`config.mk`:
```
export PLATFORM = sky130hd
export DESIGN_NAME = sdc_control
export DESIGN_NICKNAME = d
export VERILOG_FILES = /design/src/verilog/sdc_pkg.sv /design/src/verilog/sdc_conv_clock.sv /design/src/verilog/sdc_control.sv
export SDC_FILE = /design/constraint.sdc
export NUM_CORES = 1
export LEC_CHECK = 0
export ABC_AREA = 1
export BUFFER_PORTS_ARGS = -buffer_cell sky130_fd_sc_hd__buf_2
export CORE_ASPECT_RATIO = 0.7
export CORE_MARGIN = 1
export CORE_UTILIZATION = 58
export CTS_CLUSTER_DIAMETER = 60
export DETAILED_ROUTE_END_ITERATION = 10
export GPL_TIMING_DRIVEN = 0
export PLACE_DENSITY_LB_ADDON = 0.25
export SYNTH_ARGS = -nofsm -noshare
export SYNTH_HDL_FRONTEND = slang
export SYNTH_SLANG_ARGS = --single-unit
```
`constraint.sdc`:
```
create_clock -name CLK -period 2.5 [get_ports CLK]
set_clock_uncertainty 0.1 [all_clocks]
set_input_delay 0.125 -clock CLK [delete_from_list [all_inputs] [get_ports CLK]]
set_output_delay 0.125 -clock CLK [all_outputs]
set_load 0.01 [all_outputs]
```
`src/verilog/sdc_pkg.sv`:
```
package sdc_pkg;
	// ============================================================
	// register map (byte offsets on the plain register port)
	localparam logic [7:0] ADDR_MODE_ONE = 8'h93;
	localparam logic [7:0] ADDR_MODE_TWO = 8'h94;
	localparam logic [7:0] ADDR_RESULT_HI = 8'hA0;
	localparam logic [7:0] ADDR_RESULT_LO = 8'hA1;
	localparam logic [7:0] ADDR_IRQ_STATUS = 8'hA2;
	localparam logic [7:0] ADDR_IRQ_MASK = 8'hA3;
	localparam logic [7:0] ADDR_ANALOG_CTRL = 8'hA4;
	localparam logic [7:0] RESET_MODE_ONE = 8'hD2;
	localparam logic [7:0] RESET_MODE_TWO = 8'h76;
	// ============================================================
	// mode one fields
	localparam int ENABLE_BIT = 0;
	localparam int GAIN_LSB = 1;
	localparam int REF_LEVEL_LSB = 4;
	localparam int REF_SOURCE_BIT = 7;
	// mode two fields
	localparam int READY_BIT = 0;
	localparam int OFFSET_LSB = 1;
	localparam int HALVE_BIT = 3;
	localparam int OSR_LSB = 4;
	localparam int SOURCE_BIT = 7;
	// analog control fields (amplifier side)
	localparam int AMP_ENABLE_BIT = 0;
	localparam int INBUF_BIT = 1;
	localparam int REFBUF_BIT = 2;
	localparam int TEMP_SEL_BIT = 3;
	localparam int REG_ENABLE_BIT = 4;
	// ============================================================
	// codes
	localparam logic [2:0] GAIN_UNITY = 3'h1;
	localparam logic [2:0] GAIN_DOUBLE = 3'h2;
	localparam logic [2:0] REF_LEVEL_MAX = 3'h5;
	localparam logic [1:0] OFFSET_HALF = 2'h1;
	localparam logic [1:0] OFFSET_QUARTER = 2'h2;
	localparam logic signed [15:0] RESULT_MAX = 16'sh7FFF;
	localparam logic signed [15:0] RESULT_MIN = 16'sh8000;
	// ============================================================
	// timing: system clock and the two converter clock sources
	localparam int SYS_CLOCK_KHZ = 40000;
	localparam int CONV_FAST_KHZ = 250;
	localparam int CONV_SLOW_KHZ = 166;
	localparam int DIV_FAST = SYS_CLOCK_KHZ / CONV_FAST_KHZ;
	localparam int DIV_SLOW = SYS_CLOCK_KHZ / CONV_SLOW_KHZ;
	localparam int DIV_WIDTH = 10;
	localparam int OSR_WIDTH = 16;
endpackage : sdc_pkg

```
`src/verilog/sdc_conv_clock.sv`:
```
`timescale 1ns/100ps
// ============================================================
// converter clock tick generator: one-cycle pulse at the chosen rate
module sdc_conv_clock #(
	parameter int DIV_FAST = sdc_pkg::DIV_FAST,
	parameter int DIV_SLOW = sdc_pkg::DIV_SLOW
) (
	input wire logic clk,
	input wire logic nrst,
	input wire logic run,
	input wire logic source_slow,
	input wire logic halve,
	output logic tick
);
	logic [sdc_pkg::DIV_WIDTH-1:0] count;
	logic [sdc_pkg::DIV_WIDTH-1:0] limit;
	logic half_phase;
	logic base_tick;

	assign limit = source_slow ?
		sdc_pkg::DIV_WIDTH'(DIV_SLOW - 1) :
		sdc_pkg::DIV_WIDTH'(DIV_FAST - 1);
	assign base_tick = run && (count >= limit);
	// halving swallows every other base tick
	assign tick = base_tick && (!halve || half_phase);

	always_ff @(posedge clk or negedge nrst) begin
		if (!nrst) begin
			count <= '0;
		end else if (!run || base_tick) begin
			count <= '0;
		end else begin
			count <= count + 1'b1;
		end
	end

	always_ff @(posedge clk or negedge nrst) begin
		if (!nrst) begin
			half_phase <= 1'b0;
		end else if (!run) begin
			half_phase <= 1'b0;
		end else if (base_tick) begin
			half_phase <= !half_phase;
		end
	end
endmodule : sdc_conv_clock

```
`src/verilog/sdc_control.sv`:
```
// The plain strobed port was left to the implementer.
`timescale 1ns/100ps
// Behaviour
// enable bit stops or runs conversions
// gain codes 001 unity, 010 double
// internal reference level codes 000 to 101
// bit 7 selects internal or external reference
// ready flag sets on each new word
// software clears ready after each read
// offset codes: minus half, minus quarter
// clock 250/125/166/83 kHz by source, divide
// one word per oversampling-ratio clocks
// word rate 3.9 kHz down to 7.6 Hz
// results signed, clamped to 16-bit range
// software sets gain 1x for temp sensor
// temp channel: sensor plus, reference-minus minus
// gain 1x needs input buffer enabled
// external reference needs reference buffer
// keep amplifier on while changing channel
// regulator enabled before amplifier
// disabled: no ready, counting restarts
module sdc_control #(
	parameter int DIV_FAST = sdc_pkg::DIV_FAST,
	parameter int DIV_SLOW = sdc_pkg::DIV_SLOW
) (
	input wire logic CLK,
	input wire logic NRST,
	input wire logic [7:0] ADDR,
	input wire logic [7:0] WDATA,
	input wire logic WR,
	input wire logic RD,
	output logic [7:0] RDATA,
	input wire logic signed [23:0] MOD_SUM,
	output logic SAMPLE_TICK,
	output logic CONV_RUN,
	output logic [1:0] GAIN_MULT,
	output logic REF_INTERNAL,
	output logic [2:0] REF_LEVEL,
	output logic [1:0] OFFSET_CODE,
	output logic AMP_ENABLE,
	output logic INPUT_BUFFER_EN,
	output logic REF_BUFFER_EN,
	output logic TEMP_SENSE_SEL,
	output logic AMP_POS_TEMP,
	output logic AMP_NEG_REFMINUS,
	output logic REGULATOR_EN,
	output logic IRQ
);
	// ============================================================
	// registers
	logic [7:0] mode_one;
	logic [7:0] mode_two;
	logic [7:0] analog_ctrl;
	logic [1:0] irq_status;
	logic [1:0] irq_mask;
	logic signed [15:0] result;
	logic [sdc_pkg::OSR_WIDTH-1:0] osr_count;
	logic [sdc_pkg::OSR_WIDTH-1:0] osr_limit;
	logic conv_tick;
	logic word_done;
	logic enable;
	logic ready_set;
	logic ready_clear;
	logic overrun;
	logic signed [15:0] next_result;
	logic wr_one;
	logic wr_two;

	assign wr_one = WR && (ADDR == sdc_pkg::ADDR_MODE_ONE);
	assign wr_two = WR && (ADDR == sdc_pkg::ADDR_MODE_TWO);
	assign enable = mode_one[sdc_pkg::ENABLE_BIT];

	// ============================================================
	// mode one
	always_ff @(posedge CLK or negedge NRST) begin
		if (!NRST) begin
			mode_one <= sdc_pkg::RESET_MODE_ONE;
		end else if (wr_one) begin
			mode_one <= WDATA;
		end
	end

	// ============================================================
	// mode two; the ready flag is hardware-set, software-cleared
	assign ready_set = word_done;
	assign ready_clear = wr_two && !WDATA[sdc_pkg::READY_BIT];
	assign overrun = word_done && mode_two[sdc_pkg::READY_BIT];

	always_ff @(posedge CLK or negedge NRST) begin
		if (!NRST) begin
			mode_two <= sdc_pkg::RESET_MODE_TWO;
		end else begin
			if (wr_two) begin
				mode_two[7:1] <= WDATA[7:1];
			end
			// set beats a simultaneous clear so no word is missed
			if (ready_set) begin
				mode_two[sdc_pkg::READY_BIT] <= 1'b1;
			end else if (ready_clear) begin
				mode_two[sdc_pkg::READY_BIT] <= 1'b0;
			end
		end
	end

	always_ff @(posedge CLK or negedge NRST) begin
		if (!NRST) begin
			analog_ctrl <= 8'h00;
		end else if (WR && (ADDR == sdc_pkg::ADDR_ANALOG_CTRL)) begin
			analog_ctrl <= WDATA;
		end
	end

	// ============================================================
	// converter clock
	sdc_conv_clock #(
		.DIV_FAST(DIV_FAST),
		.DIV_SLOW(DIV_SLOW)
	) u_clock (
		.clk(CLK),
		.nrst(NRST),
		.run(enable),
		.source_slow(mode_two[sdc_pkg::SOURCE_BIT]),
		.halve(mode_two[sdc_pkg::HALVE_BIT]),
		.tick(conv_tick)
	);

	// ============================================================
	// word rate: oversampling ratio in converter clocks
	always_comb begin
		case (mode_two[sdc_pkg::OSR_LSB +: 3])
		3'h0: osr_limit = 16'h003F;
		3'h1: osr_limit = 16'h007F;
		3'h2: osr_limit = 16'h00FF;
		3'h3: osr_limit = 16'h03FF;
		3'h4: osr_limit = 16'h0FFF;
		3'h5: osr_limit = 16'h1FFF;
		3'h6: osr_limit = 16'h3FFF;
		default: osr_limit = 16'h7FFF;
		endcase
	end

	assign word_done = enable && conv_tick && (osr_count >= osr_limit);

	always_ff @(posedge CLK or negedge NRST) begin
		if (!NRST) begin
			osr_count <= '0;
		end else if (!enable || word_done) begin
			osr_count <= '0;
		end else if (conv_tick) begin
			osr_count <= osr_count + 1'b1;
		end
	end

	// ============================================================
	// result clamp to the signed 16-bit range
	always_comb begin
		if (MOD_SUM > 24'sh007FFF) begin
			next_result = sdc_pkg::RESULT_MAX;
		end else if (MOD_SUM < -24'sh008000) begin
			next_result = sdc_pkg::RESULT_MIN;
		end else begin
			next_result = MOD_SUM[15:0];
		end
	end

	always_ff @(posedge CLK or negedge NRST) begin
		if (!NRST) begin
			result <= '0;
		end else if (word_done) begin
			result <= next_result;
		end
	end

	// ============================================================
	// interrupts: bit0 new word, bit1 overrun; write one clears
	always_ff @(posedge CLK or negedge NRST) begin
		if (!NRST) begin
			irq_status <= 2'h0;
		end else begin
			for (int i = 0; i < 2; i++) begin
				if ((i == 0) ? word_done : overrun) begin
					irq_status[i] <= 1'b1;
				end else if (WR && (ADDR == sdc_pkg::ADDR_IRQ_STATUS)
					&& WDATA[i]) begin
					irq_status[i] <= 1'b0;
				end
			end
		end
	end

	always_ff @(posedge CLK or negedge NRST) begin
		if (!NRST) begin
			irq_mask <= 2'h0;
		end else if (WR && (ADDR == sdc_pkg::ADDR_IRQ_MASK)) begin
			irq_mask <= WDATA[1:0];
		end
	end

	assign IRQ = |(irq_status & irq_mask);

	// ============================================================
	// read port: data one cycle after the strobe, zero otherwise
	always_ff @(posedge CLK or negedge NRST) begin
		if (!NRST) begin
			RDATA <= 8'h00;
		end else if (RD) begin
			case (ADDR)
			sdc_pkg::ADDR_MODE_ONE: RDATA <= mode_one;
			sdc_pkg::ADDR_MODE_TWO: RDATA <= mode_two;
			sdc_pkg::ADDR_RESULT_HI: RDATA <= result[15:8];
			sdc_pkg::ADDR_RESULT_LO: RDATA <= result[7:0];
			sdc_pkg::ADDR_IRQ_STATUS: RDATA <= {6'h00, irq_status};
			sdc_pkg::ADDR_IRQ_MASK: RDATA <= {6'h00, irq_mask};
			sdc_pkg::ADDR_ANALOG_CTRL: RDATA <= analog_ctrl;
			default: RDATA <= 8'h00;
			endcase
		end else begin
			RDATA <= 8'h00;
		end
	end

	// ============================================================
	// analog front end steering
	assign SAMPLE_TICK = conv_tick;
	assign CONV_RUN = enable;
	// reserved gain codes fall back to unity
	assign GAIN_MULT =
		(mode_one[sdc_pkg::GAIN_LSB +: 3] == sdc_pkg::GAIN_DOUBLE) ?
		2'h2 : 2'h1;
	assign REF_INTERNAL = mode_one[sdc_pkg::REF_SOURCE_BIT];
	// reserved level codes clip to the top level
	assign REF_LEVEL =
		(mode_one[sdc_pkg::REF_LEVEL_LSB +: 3] > sdc_pkg::REF_LEVEL_MAX) ?
		sdc_pkg::REF_LEVEL_MAX : mode_one[sdc_pkg::REF_LEVEL_LSB +: 3];
	assign OFFSET_CODE = mode_two[sdc_pkg::OFFSET_LSB +: 2];
	// software ordering of amplifier, buffers and regulator is its own
	assign AMP_ENABLE = analog_ctrl[sdc_pkg::AMP_ENABLE_BIT];
	assign INPUT_BUFFER_EN = analog_ctrl[sdc_pkg::INBUF_BIT];
	assign REF_BUFFER_EN = analog_ctrl[sdc_pkg::REFBUF_BIT];
	assign TEMP_SENSE_SEL = analog_ctrl[sdc_pkg::TEMP_SEL_BIT];
	assign REGULATOR_EN = analog_ctrl[sdc_pkg::REG_ENABLE_BIT];
	assign AMP_POS_TEMP = TEMP_SENSE_SEL;
	assign AMP_NEG_REFMINUS = TEMP_SENSE_SEL;

	// ============================================================
	// checks
	// clocks since the last tick; the bench shrinks the dividers, so
	// tick spacing is checked against the parameter, not a fixed number
	logic [15:0] tick_gap;

	always_ff @(posedge CLK or negedge NRST) begin
		if (!NRST) begin
			tick_gap <= '0;
		end else if (!enable || conv_tick) begin
			tick_gap <= '0;
		end else if (tick_gap != '1) begin
			tick_gap <= tick_gap + 1'b1;
		end
	end

	a_ready_sets: assert property (@(posedge CLK) disable iff (!NRST)
		word_done |=> mode_two[sdc_pkg::READY_BIT])
		else $error("ready flag not set after new word");
	a_ready_holds: assert property (@(posedge CLK) disable iff (!NRST)
		mode_two[sdc_pkg::READY_BIT] && !ready_clear
		|=> mode_two[sdc_pkg::READY_BIT])
		else $error("ready flag dropped without software clear");
	a_disabled_quiet: assert property (@(posedge CLK) disable iff (!NRST)
		!enable |-> !word_done && !conv_tick)
		else $error("conversion activity while disabled");
	a_restart_count: assert property (@(posedge CLK) disable iff (!NRST)
		!enable |=> osr_count == '0)
		else $error("word counter not reset while disabled");
	a_word_spacing: assert property (@(posedge CLK) disable iff (!NRST)
		word_done |=> !word_done [*8])
		else $error("words closer than oversampling allows");
	a_result_clamp: assert property (@(posedge CLK) disable iff (!NRST)
		word_done && (MOD_SUM > 24'sh007FFF)
		|=> result == sdc_pkg::RESULT_MAX)
		else $error("positive overflow not clamped");
	a_gain_double: assert property (@(posedge CLK) disable iff (!NRST)
		mode_one[sdc_pkg::GAIN_LSB +: 3] == sdc_pkg::GAIN_DOUBLE
		|-> GAIN_MULT == 2'h2)
		else $error("double gain code not applied");
	a_ref_level: assert property (@(posedge CLK) disable iff (!NRST)
		REF_LEVEL <= sdc_pkg::REF_LEVEL_MAX)
		else $error("reference level outside legal codes");
	a_temp_route: assert property (@(posedge CLK) disable iff (!NRST)
		TEMP_SENSE_SEL |-> AMP_POS_TEMP && AMP_NEG_REFMINUS)
		else $error("temperature routing wrong");
	a_tick_rate: assert property (@(posedge CLK) disable iff (!NRST)
		conv_tick |-> int'(tick_gap) >= (DIV_FAST - 1))
		else $error("converter clock faster than allowed");
	a_ready_clears: assert property (@(posedge CLK) disable iff (!NRST)
		ready_clear && !ready_set |=> !mode_two[sdc_pkg::READY_BIT])
		else $error("ready flag not cleared by software");
	a_ready_quiet: assert property (@(posedge CLK) disable iff (!NRST)
		!enable && !mode_two[sdc_pkg::READY_BIT]
		|=> !mode_two[sdc_pkg::READY_BIT])
		else $error("ready flag set while disabled");
	a_word_on_tick: assert property (@(posedge CLK) disable iff (!NRST)
		word_done |-> conv_tick && (osr_count == osr_limit))
		else $error("word ended off its last converter tick");
	a_osr_bound: assert property (@(posedge CLK) disable iff (!NRST)
		enable |-> osr_count <= osr_limit)
		else $error("word counter beyond oversampling ratio");
	a_clamp_low: assert property (@(posedge CLK) disable iff (!NRST)
		word_done && (MOD_SUM < -24'sh008000)
		|=> result == sdc_pkg::RESULT_MIN)
		else $error("negative overflow not clamped");
	a_result_pass: assert property (@(posedge CLK) disable iff (!NRST)
		word_done && (MOD_SUM <= 24'sh007FFF) && (MOD_SUM >= -24'sh008000)
		|=> result == $past(MOD_SUM[15:0]))
		else $error("in-range result altered");
	a_result_hold: assert property (@(posedge CLK) disable iff (!NRST)
		!word_done |=> $stable(result))
		else $error("result changed without a new word");
	a_word_irq: assert property (@(posedge CLK) disable iff (!NRST)
		word_done |=> irq_status[0])
		else $error("new word status not set");
	a_overrun_irq: assert property (@(posedge CLK) disable iff (!NRST)
		overrun |=> irq_status[1])
		else $error("overrun status not set");
	a_status_clear: assert property (@(posedge CLK) disable iff (!NRST)
		WR && (ADDR == sdc_pkg::ADDR_IRQ_STATUS) && WDATA[0] && !word_done
		|=> !irq_status[0])
		else $error("status bit not cleared by write of one");
	a_rdata_idle: assert property (@(posedge CLK) disable iff (!NRST)
		!RD |=> RDATA == 8'h00)
		else $error("read data outside its cycle");
	a_rdata_mode: assert property (@(posedge CLK) disable iff (!NRST)
		RD && (ADDR == sdc_pkg::ADDR_MODE_TWO) |=> RDATA == $past(mode_two))
		else $error("mode two read back wrong");
	a_analog_write: assert property (@(posedge CLK) disable iff (!NRST)
		WR && (ADDR == sdc_pkg::ADDR_ANALOG_CTRL)
		|=> analog_ctrl == $past(WDATA))
		else $error("analog control write lost");
	a_gain_unity: assert property (@(posedge CLK) disable iff (!NRST)
		mode_one[sdc_pkg::GAIN_LSB +: 3] != sdc_pkg::GAIN_DOUBLE
		|-> GAIN_MULT == 2'h1)
		else $error("unity gain not applied");
	a_ref_pass: assert property (@(posedge CLK) disable iff (!NRST)
		mode_one[sdc_pkg::REF_LEVEL_LSB +: 3] <= sdc_pkg::REF_LEVEL_MAX
		|-> REF_LEVEL == mode_one[sdc_pkg::REF_LEVEL_LSB +: 3])
		else $error("legal reference level not passed on");
	c_word: cover property (@(posedge CLK) disable iff (!NRST) word_done);
	c_overrun: cover property (@(posedge CLK) disable iff (!NRST) overrun);
	c_set_clear: cover property (@(posedge CLK) disable iff (!NRST)
		ready_set && ready_clear);
	c_irq: cover property (@(posedge CLK) disable iff (!NRST) IRQ);
endmodule : sdc_control

```
==> flow_summary.toml <==
[logic_synthesis]
synth.area.top_cells = "dfrtp_1, nand2_1, nor2_1"
ys_top_cells_by_count = "nand2_1, dfrtp_1, nor2_1"
ys_seq_area_share_pct = 42.7
postSynthCellCount = 624
postSynth.asyncResetShare_pct = 100
synth_ff_type = "dfrtp_1"
synth_edf_count = 0
syn_area_um2 = 4660
synth_area_leader_cell = "dfrtp_1"
synthDistinctLibCells = 41
synth_warnings = 0
syn_avg_cell_area_um2 = 7.46
yosysTopAreaCellShare_pct = 37.6
yosysMostFrequentCell = "nand2_1"
synth-seq-cells = 79
synth_nets = 682

[setup_path]
end_kind = "primary output"
crit_path_max_fanout = 10
slowest_stage = "dfrtp_1"
cp_cell_sequence = "inv_1, ha_1, nand2_1, nand2_1, a21oi_2, nand2_4, nand3_4, inv_4, buf_4, buf_2"
critical-path-top-delay-family = "buffers and inverters"
cp_common_cell = "nand2_1"
cp.buffers_inverters = 4
crit_type = "reg2out"
worstPathRequired_ns = 2.28
cp-start-kind = "register"
cp_slowest_stage_delay_ns = 0.41
arrival_ns = 2.12

[sta]
period_needed_ns = 2.34
hold_violations = 0
maxClockFrequency_mhz = 427
period_share_pct = 93.7
rsz0062_at_grt = "false"
setup-violations-final = 0
maxSlewHeadroom_pct = 62.7
setup_ws_ns = 0.158
tightest_slew_ns = 0.556
setup-tns-final_ns = 0
slew_violations = 0

[cts]
clk_path_buf_depth = 2
htreeDepth = 3
clockRootBuffer = "clkbuf_16"
cts_sinks = 79
clk_latency_ns = 0.34
path_clk_slew_ns = 0.06
cts_tree = "yes"
cts_buffers = 9

[final_layout]
diodes = 0
multi_input_area_um2 = 2280
fin_util_pct = 74.8
drive_gt1_share_pct = 20.4
fillers = 540
area_growth_pct = 20.7
register_area_um2 = 1990
nets = 779

[min_path]
hold_class = "in2reg"

[power]
p_leak_uw = 0.00296
ir_drop_uv = 351
power_density_nw_per_um2 = 569

[die]
die-area_um2 = 8400
start_util_pct = 62.0
fp.dieH_um = 77.0
io-pin-count = 70
core_area_um2 = 7510
rows = 26
die_w_um = 109

[drt]
ant_nets = 0
vias = 4592
dr.pass1.iters = 6
wl_per_cell_um = 14.9
wl_um = 12300
drt_iter0_drc = 465
viasPerCell = 5.57
drc = 0

[placement]
dp_hpwl_um = 8520
portBuffers = 69
gp_congestion = 0.934
pre_cts_slack_ns = 0.00111

[global_routing]
grt_first_pass_wirelength_um = 20300
grt_usage_pct = 31.4
grt_start_max_net_pins = 46
grt_pass1_vias = 4412
overflow = 0
antenna_found_initial = 0

[status]
status = "finished, final reports clean"

[flow_run]
max_cap_violations = 0
## timing repair
item / CTS / global route
setup endpoints to repair: 10 / 25
gates resized for setup: 1 / 0
buffers inserted: 0 / 0
hold buffers: 18 / 0
hold endpoints to repair: 65 / 0
## power breakdown
part | switching (uW) | internal, uW | leakage (uW)
registers | 73.0 | 1360 | 0.000891
logic | 271 | 174 | 0.00194
clock network | 541 | 779 | 0.000135
total | 885 | 2310 | 0.00296
## logic make-up after synthesis
kind of cell	share of synthesized area, %
fa+ha+maj	3.76
xor+xnor	1.51
simple gates	36.6
flops	42.7
compound gates	6.99
other cells	0.0805
buf+inv	8.38
## path summary, 6_finish.rpt
kind / slack, ns / start / to / depth (start not counted)
hold reg to reg: 0.37 / u_clock.half_phase$_DFFE_PN0N_ / u_clock.half_phase$_DFFE_PN0N_ / 1
hold / removal: 0.004 / MOD_SUM[13] / result[13]$_DFFE_PN0P_ / 5
setup / recovery: 0.16 / mode_two[7]$_DFFE_PN0P_ / SAMPLE_TICK / 10
max in group asynchronous: 1.48 / NRST / mode_one[7]$_DFFE_PN1P_ / 3
setup reg to reg: 0.24 / mode_two[6]$_DFFE_PN1P_ / result[6]$_DFFE_PN0P_ / 13
min in group asynchronous: 0.17 / NRST / osr_count[11]$_DFFE_PN0P_ / 2
## worst min-delay path: stages
cell	delay (ns)
buf_2	0.07
nand2_1	0.04
nand2_1	0.05
nand2_1	0.06
nand2_1	0.06
## sequential cells by signal, summed over array words and instances (netlist names)
signal	cells
mode_two	8
u_clock.count	10
RDATA	8
mode_one	8
analog_ctrl	8
irq_status	2
result	16
u_clock.half_phase	1
irq_mask	2
osr_count	16
## stage by stage
stage	instances	hold slack (ns)	instance area (um2)	power (uW)
after floorplan	624	-0.271	4660	1700
after global placement	791	0.257	5120	1840
after detailed placement	792	0.00711	5150	1870
after CTS	826	0.000964	5630	3200
after global routing	824	0.0275	5620	3320
final	824	0.00404	5620	3200
## routing by layer
metal,share of wire (%),up-vias,GRT usage [%]
met5,0,-,0
met4,2.6,0,11.9
met3,11,42,10.5
met2,44,247,48.1
met1,42,2127,41.1
li1,-,2176,-
## placed cells by master, fill, tap and decap left out, types with 3 or more instances in the layout
| master | count |
|---|---|
| clkbuf_16 | 9 |
| inv_1 | 61 |
| nand4_1 | 23 |
| nand2_2 | 12 |
| buf_2 | 75 |
| o21ai_1 | 4 |
| nand2_1 | 211 |
| nor2_1 | 65 |
| nand3_1 | 35 |
| dlygate4sd3_1 | 18 |
| ha_1 | 14 |
| inv_2 | 4 |
| clkbuf_1 | 4 |
| nor2_2 | 3 |
| nor2_4 | 3 |
| dfrtp_1 | 70 |
| nor3b_1 | 5 |
| xor2_1 | 7 |
| clkinvlp_4 | 3 |
| o21ai_0 | 38 |
| buf_4 | 7 |
| nor3_1 | 7 |
| dfstp_2 | 9 |
| a21oi_1 | 9 |
## final cells by class
type                    count  share of cell area [%]
plain buffers              20                    2.36
flip-flops and latches     79                    35.4
inverters                  66                    4.45
clock inverters             6                    1.25
well taps                  98                    2.18
clock buffers              10                    4.07
multi-input cells         457                    40.6
repair buffers             88                    9.75
Note: power is estimated with default switching activity, not from simulation.
